$ cat config.mk
export PLATFORM = sky130hd
export DESIGN_NAME = adc_output_port
export DESIGN_NICKNAME = d
export VERILOG_FILES = /design/src/adc_port_pkg.sv /design/src/adc_pipe_stage.sv /design/src/adc_output_port.sv
export SDC_FILE = /design/constraint.sdc
export NUM_CORES = 1
export LEC_CHECK = 0
export BUFFER_PORTS_ARGS = -buffer_cell sky130_fd_sc_hd__buf_2
export CORE_MARGIN = 8
export CORE_UTILIZATION = 45
export DETAILED_ROUTE_END_ITERATION = 10
export PLACE_DENSITY = 0.68
export SLEW_MARGIN = 10
export SYNTH_ARGS = -nofsm -noshare
export SYNTH_HDL_FRONTEND = slang
export SYNTH_SLANG_ARGS = --single-unit
$ cat constraint.sdc
create_clock -name clk_i -period 1.4 [get_ports clk_i]
set_clock_uncertainty 0.1 [all_clocks]
set_input_delay 0.21 -clock clk_i [delete_from_list [all_inputs] [get_ports clk_i]]
set_output_delay 0.21 -clock clk_i [all_outputs]
set_load 0.05 [all_outputs]
$ cat src/adc_port_pkg.sv
`default_nettype none

package adc_port_pkg;

    // Resolution of the result word.
    localparam int RESULT_WIDTH = 8;

    // Cycles from the sampling edge to the result on the output pins.
    localparam int PIPELINE_LATENCY = 6;

    // Saturated codes for inputs outside the reference span.
    localparam logic [7:0] CODE_ALL_ZERO = 8'h00;
    localparam logic [7:0] CODE_ALL_ONE = 8'hff;

    // Output word after reset, before the first result arrives.
    localparam logic [7:0] OUTPUT_RESET_VALUE = 8'h00;

    // Clock period in picoseconds.
    localparam int CLOCK_PERIOD_PS = 5000;

    // Settling time after leaving sleep, kept for the capturing side.
    localparam int WAKE_SETTLE_US = 1000;
    localparam int WAKE_SETTLE_CYCLES = (WAKE_SETTLE_US * 1000000) / CLOCK_PERIOD_PS;

endpackage

`default_nettype wire

$ cat src/adc_pipe_stage.sv
`default_nettype none

module adc_pipe_stage #(
    parameter int WIDTH = 8
) (
    // Clock and reset.
    input wire logic clk_i,
    input wire logic rst_i,
    // Stage data.
    input wire logic advance_i,
    input wire logic [WIDTH-1:0] data_i,
    output logic [WIDTH-1:0] data_o
);

    logic [WIDTH-1:0] data_reg;
    logic [WIDTH-1:0] data_next;

    always_comb
    begin
        data_next = data_reg;
        if (advance_i)
        begin
            data_next = data_i;
        end
    end

    always_ff @(posedge clk_i)
    begin
        if (rst_i)
        begin
            data_reg <= '0;
        end
        else
        begin
            data_reg <= data_next;
        end
    end

    assign data_o = data_reg;

endmodule

`default_nettype wire

$ cat src/adc_output_port.sv
`default_nettype none

// Behaviour
// - A sample is taken at every rising clock edge while converting.
// - A sample's result reaches the output pins six cycles after its sampling edge.
// - A fresh result word leaves every converting clock cycle, in order; words in flight across a sleep leave later than the fixed latency.
// - An input below the bottom reference level gives an all-zero word.
// - An input above the top reference level gives an all-one word.
// - Conversion runs on clock edges alone; no start trigger exists.
// - The block converts while sleep request is low; the controller drives it low.
// - While sleep request is high, conversion stops and outputs hold the last result.
// - With the clock stopped the output word simply keeps its last value.

module adc_output_port #(
    parameter int WIDTH = adc_port_pkg::RESULT_WIDTH,
    parameter int LATENCY = adc_port_pkg::PIPELINE_LATENCY
) (
    // Clock and reset.
    input wire logic clk_i,
    input wire logic rst_i,
    // Quantiser result for the current edge, with range flags.
    input wire logic [WIDTH-1:0] sample_code_i,
    input wire logic below_bottom_reference_level_i,
    input wire logic above_top_reference_level_i,
    // Power control pin.
    input wire logic sleep_request_i,
    // Parallel output pins.
    output logic [WIDTH-1:0] result_o,
    output logic converting_o
);

    ////////////////////////////////////////////////////////////////////////////
    // Sleep pin synchroniser. The pin comes from outside the clock domain.

    logic sleep_meta_reg;
    logic sleep_sync_reg;
    logic sleep_meta_next;
    logic sleep_sync_next;

    always_comb
    begin
        sleep_meta_next = sleep_request_i;
        sleep_sync_next = sleep_meta_reg;
    end

    always_ff @(posedge clk_i)
    begin
        if (rst_i)
        begin
            sleep_meta_reg <= 1'b0;
            sleep_sync_reg <= 1'b0;
        end
        else
        begin
            sleep_meta_reg <= sleep_meta_next;
            sleep_sync_reg <= sleep_sync_next;
        end
    end

    // Active only while the synchronised sleep request is low.
    logic active;
    assign active = ~sleep_sync_reg;
    assign converting_o = active;

    ////////////////////////////////////////////////////////////////////////////
    // Sampling and range saturation.

    // Saturation is applied before the pipeline so the clamp costs no latency.
    logic [WIDTH-1:0] sample_word;

    always_comb
    begin
        sample_word = sample_code_i;
        if (below_bottom_reference_level_i)
        begin
            sample_word = {WIDTH{1'b0}};
        end
        else if (above_top_reference_level_i)
        begin
            sample_word = {WIDTH{1'b1}};
        end
    end

    ////////////////////////////////////////////////////////////////////////////
    // Pipeline. The last stage is the output register, so LATENCY stages give
    // the result LATENCY edges after its sampling edge. Stages freeze together
    // in sleep, which holds the output word without any extra hold register.

    logic [WIDTH-1:0] stage_data [0:LATENCY];

    assign stage_data[0] = sample_word;

    generate
        for (genvar i = 0; i < LATENCY; i++)
        begin : g_stage
            adc_pipe_stage #(
                .WIDTH(WIDTH)
            ) u_stage (
                .clk_i(clk_i),
                .rst_i(rst_i),
                .advance_i(active),
                .data_i(stage_data[i]),
                .data_o(stage_data[i+1])
            );
        end
    endgenerate

    // Registered output; without clock edges it cannot change.
    assign result_o = stage_data[LATENCY];

    ////////////////////////////////////////////////////////////////////////////
    // Checks.

    logic [WIDTH-1:0] sat_word;
    assign sat_word = sample_word;

    // Consecutive converting edges since reset or sleep, saturating at the
    // pipeline depth. A word left in flight by a reset or a sleep is older than
    // the depth suggests, so the stream check must not compare it.
    localparam int STREAK_W = $clog2(LATENCY + 1);
    localparam logic [STREAK_W-1:0] STREAK_FULL = STREAK_W'(LATENCY);

    logic [STREAK_W-1:0] streak_reg;
    logic [STREAK_W-1:0] streak_next;

    always_comb
    begin
        streak_next = streak_reg;
        if (!active)
        begin
            streak_next = '0;
        end
        else if (streak_reg != STREAK_FULL)
        begin
            streak_next = streak_reg + STREAK_W'(1);
        end
    end

    always_ff @(posedge clk_i)
    begin
        if (rst_i)
        begin
            streak_reg <= '0;
        end
        else
        begin
            streak_reg <= streak_next;
        end
    end
endmodule

`default_nettype wire

After elaboration in Yosys (flattened, before gate mapping)
Cells that the tools add are included.
{"block": "word_totals", "register_bits": 50, "in_bits": 13, "output_inout_bits": 9}
{"block": "op_classes", "n_mux": 2, "bitwise": 1}
{"op": "$mux W8", "n": 2}
{"op": "$not A1 Y1", "n": 1}

Logic depth before layout (Yosys ltp)
{"block": "logic_depth", "word_depth": 2, "ltp_mapped": 5, "depth_no_buf": 3}

Cells and area by module
Synthesis repeated with hierarchy kept, for this count alone.
{"block": "unflattened", "cells_unflattened": 170, "area_unflattened_um2": 1859.3}
{"mod": "adc_pipe_stage", "instances": 6, "cells_each": 26, "area_each_um2": 285.3}
{"mod": "adc_output_port", "instances": 1, "cells_each": 14, "area_each_um2": 147.6}

Least setup slack after synthesis
Ideal clock, no wire load.
{"block": "synth_timing", "path_type": "reg2out", "start": "reg sleep_sync_reg", "end": "out converting_o", "t_arrival_ns": 0.877, "required_ns": 1.090, "path_slack_ns": 0.213, "path_stages_with_launch": 4, "path_buffers": 2, "path_cell_list": "dfxtp_1 > buf_6 > buf_2 > inv_1"}
{"block": "synth_via", "elab_chain_len": 1}
{"element": "from (decl)", "line_no": "adc_output_port.sv:36", "rtl": "logic sleep_sync_reg;"}
{"element": "from (signal assigned)", "line_no": "adc_output_port.sv:56", "rtl": "sleep_sync_reg <= sleep_sync_next;"}
{"element": "$not A1 Y1", "line_no": "adc_output_port.sv:62", "rtl": "assign active = ~sleep_sync_reg;"}
{"element": "to (decl)", "line_no": "adc_output_port.sv:29", "rtl": "output logic converting_o"}
Every way passes these cells.

Worst setup path after layout
Ends and elaborated chain as after synthesis.

==> impl_metrics.toml <==
[route]
dr_total_vias = 1135
drt_iter0_markers = 74
viasPerCell = 4.729
route.detailed.drc = 0
postRouteWirelength_mm = 2.603
ant_nets = 0
wl_per_cell_um = 10.85
drt_first_pass_iters = 4

[yosys]
yosys_warnings = 0
yosysSeqAreaShare_pct = 56.54
ys_ff_latch = 50
syn_nets = 183
synthesis.area_um2 = 1770
synth_cells = 170
yosys.cell_types.count = 13
synth_area_per_cell_um2 = 10.41

[setup_path]
cp.required_ps = 1090
crit_slowest_cell = "dfxtp_4"
crit_type = "flip-flop to primary output"
endpoint_kind = "primary output"
critPathTopFamily = "flip-flops"
arrival_ps = 1010
cp-start-kind = "flip-flop"
path_cells = "inv_1, buf_2"
path_buf_inv = 2
critPathMaxFanout = 8
cpPeakStageDelay_ps = 410

[floorplan]
start_util_pct = 45.57
core-area_um2 = 3885
die-area_um2 = 6198
row_count = 23
fp.dieH_um = 78.73
die_w_um = 78.73
pin_count = 22

[pwr]
fin_total_pwr_mw = 2.595
power_density_nw_per_um2 = 1272
ir_drop_v = 0.0007000
leakagePower_nw = 0.7758

[placement]
hpwl_mm = 1.792
gp_congestion = 0.6901
numPortBuffers = 21
dp_worst_setup_slack_ps = 158.0

[clock_network]
cts_buffers = 5
cts_buffer_depth = 2
post_cts_resized = 0
cts_setup_buffers = 0
clkSlewWorstSetupHoldPaths_ps = 80
cts-root-buf = "clkbuf_8"
cts_sinks = 50
hold_buffers = 0
cts_tree = "built"
insertion_delay_ps = 290
htree_levels = 2

[status]
status = "finished, final reports clean"

[sta]
min_period_ps = 1316
finalSetupViolations = 0
fin_ws_ps = 84.42
maxSlewHeadroom_pct = 83.13
fin_crit_sh_pct = 93.97
worst_pin_slew_ps = 254.9
fmax_mhz = 760.1
hold_viol = 0
drv_slew = 0
rsz0062_at_grt = "no"
fin_setup_tns_ps = 0
holdWs_ps = 37.12

[worst_hold_path]
hp-class = "input port to flip-flop"

[finish]
fin_nets = 202
layout_common_cells = "dfxtp_1 (49), mux2i_1 (40), nor2_1 (40)"
largest_reg_flops = 48
drive_gt1_share_pct = 17.37
final_core_utilization_pct = 52.50
area_growth_pct = 15.19
layout_commonest_cell = "dfxtp_1"
antennaDiodeCount = 0

[global_routing]
grt_start_max_net_pins = 51
grt_pass1_wl_mm = 4.698
grt_pass1_vias = 1155
grt_use_total_pct = 9.207
antenna_found_initial = 0
overflow = 0

[run]
drv_cap = 0
-- cells in the mapped netlist --
cell type   n  area, um2
buf_6       2      22.52
nor2b_1     2      12.51
dfxtp_1    50       1001
mux2i_1    40      400.4
clkbuf_1    6      22.52
nor2_8      1      20.02
buf_2       1      5.000
a21oi_1     8      40.04
inv_1       1      3.750
nand2_1     8      30.03
nor2_1     40      150.1
buf_4       3      22.52
o21ai_0     8      40.04
-- per-stage QoR --
step,instance area (um2),cells
floorplan,1770,170
global placement,1927,232
detailed placement,1927,232
CTS,2037,240
global route,2039,240
finish,2039,240
-- final cells by class --
type	count	area, um2
Clock buffer	6	72.57
Clock inverter	2	37.54
Fill cell	367	1846
Inverter	1	3.754
Multi-Input combinational cell	107	693.2
Sequential cell	50	1005
Tap cell	50	62.56
Timing Repair Buffer	24	165.2
-- final timing paths --
check	slack (ps)	cells past startpoint	to	start
max	80	2	converting_o	sleep_sync_reg$_SDFF_PP0_
min	40	2	sleep_meta_reg$_SDFF_PP0_	sleep_request_i
max reg2reg	230	3	g_stage[2].u_stage.data_o[3]$_SDFFE_PP0N_	sleep_sync_reg$_SDFF_PP0_
min reg2reg	350	1	sleep_sync_reg$_SDFF_PP0_	sleep_meta_reg$_SDFF_PP0_
-- routing by layer --
| layer | vias up | wire, um | global-route usage (%) |
|---|---|---|---|
| met5 | - | 0 | 0 |
| met4 | 0 | 53 | 5.556 |
| met3 | 5 | 179 | 3.612 |
| met2 | 25 | 1134 | 15.08 |
| met1 | 505 | 1235 | 9.851 |
| li1 | 600 | - | - |
-- logic make-up (layout without fill, tap and decap cells) --
| kind of cell | Yosys count | in the layout | synth area share, % |
|---|---|---|---|
| buffers and inverters | 13 | 33 | 4.310 |
| and+or+nand+nor | 51 | 51 | 12.01 |
| AOI/OAI and AO/OA | 16 | 16 | 4.523 |
| DFF | 50 | 50 | 56.54 |
| muxes | 40 | 40 | 22.61 |
-- report_power, final --
group / internal [mW] / switching (mW)
sequential: 1.46 / 0.0221
clock: 0.533 / 0.428
combinational: 0.0709 / 0.0831
total: 2.06 / 0.533
-- worst register-to-register path, stage by stage, from the launching register on --
cell and delay (ps):
dfxtp_4 450, buf_12 240, mux2i_1 230, nor2_1 50
Power figures use the tool's default switching activity.
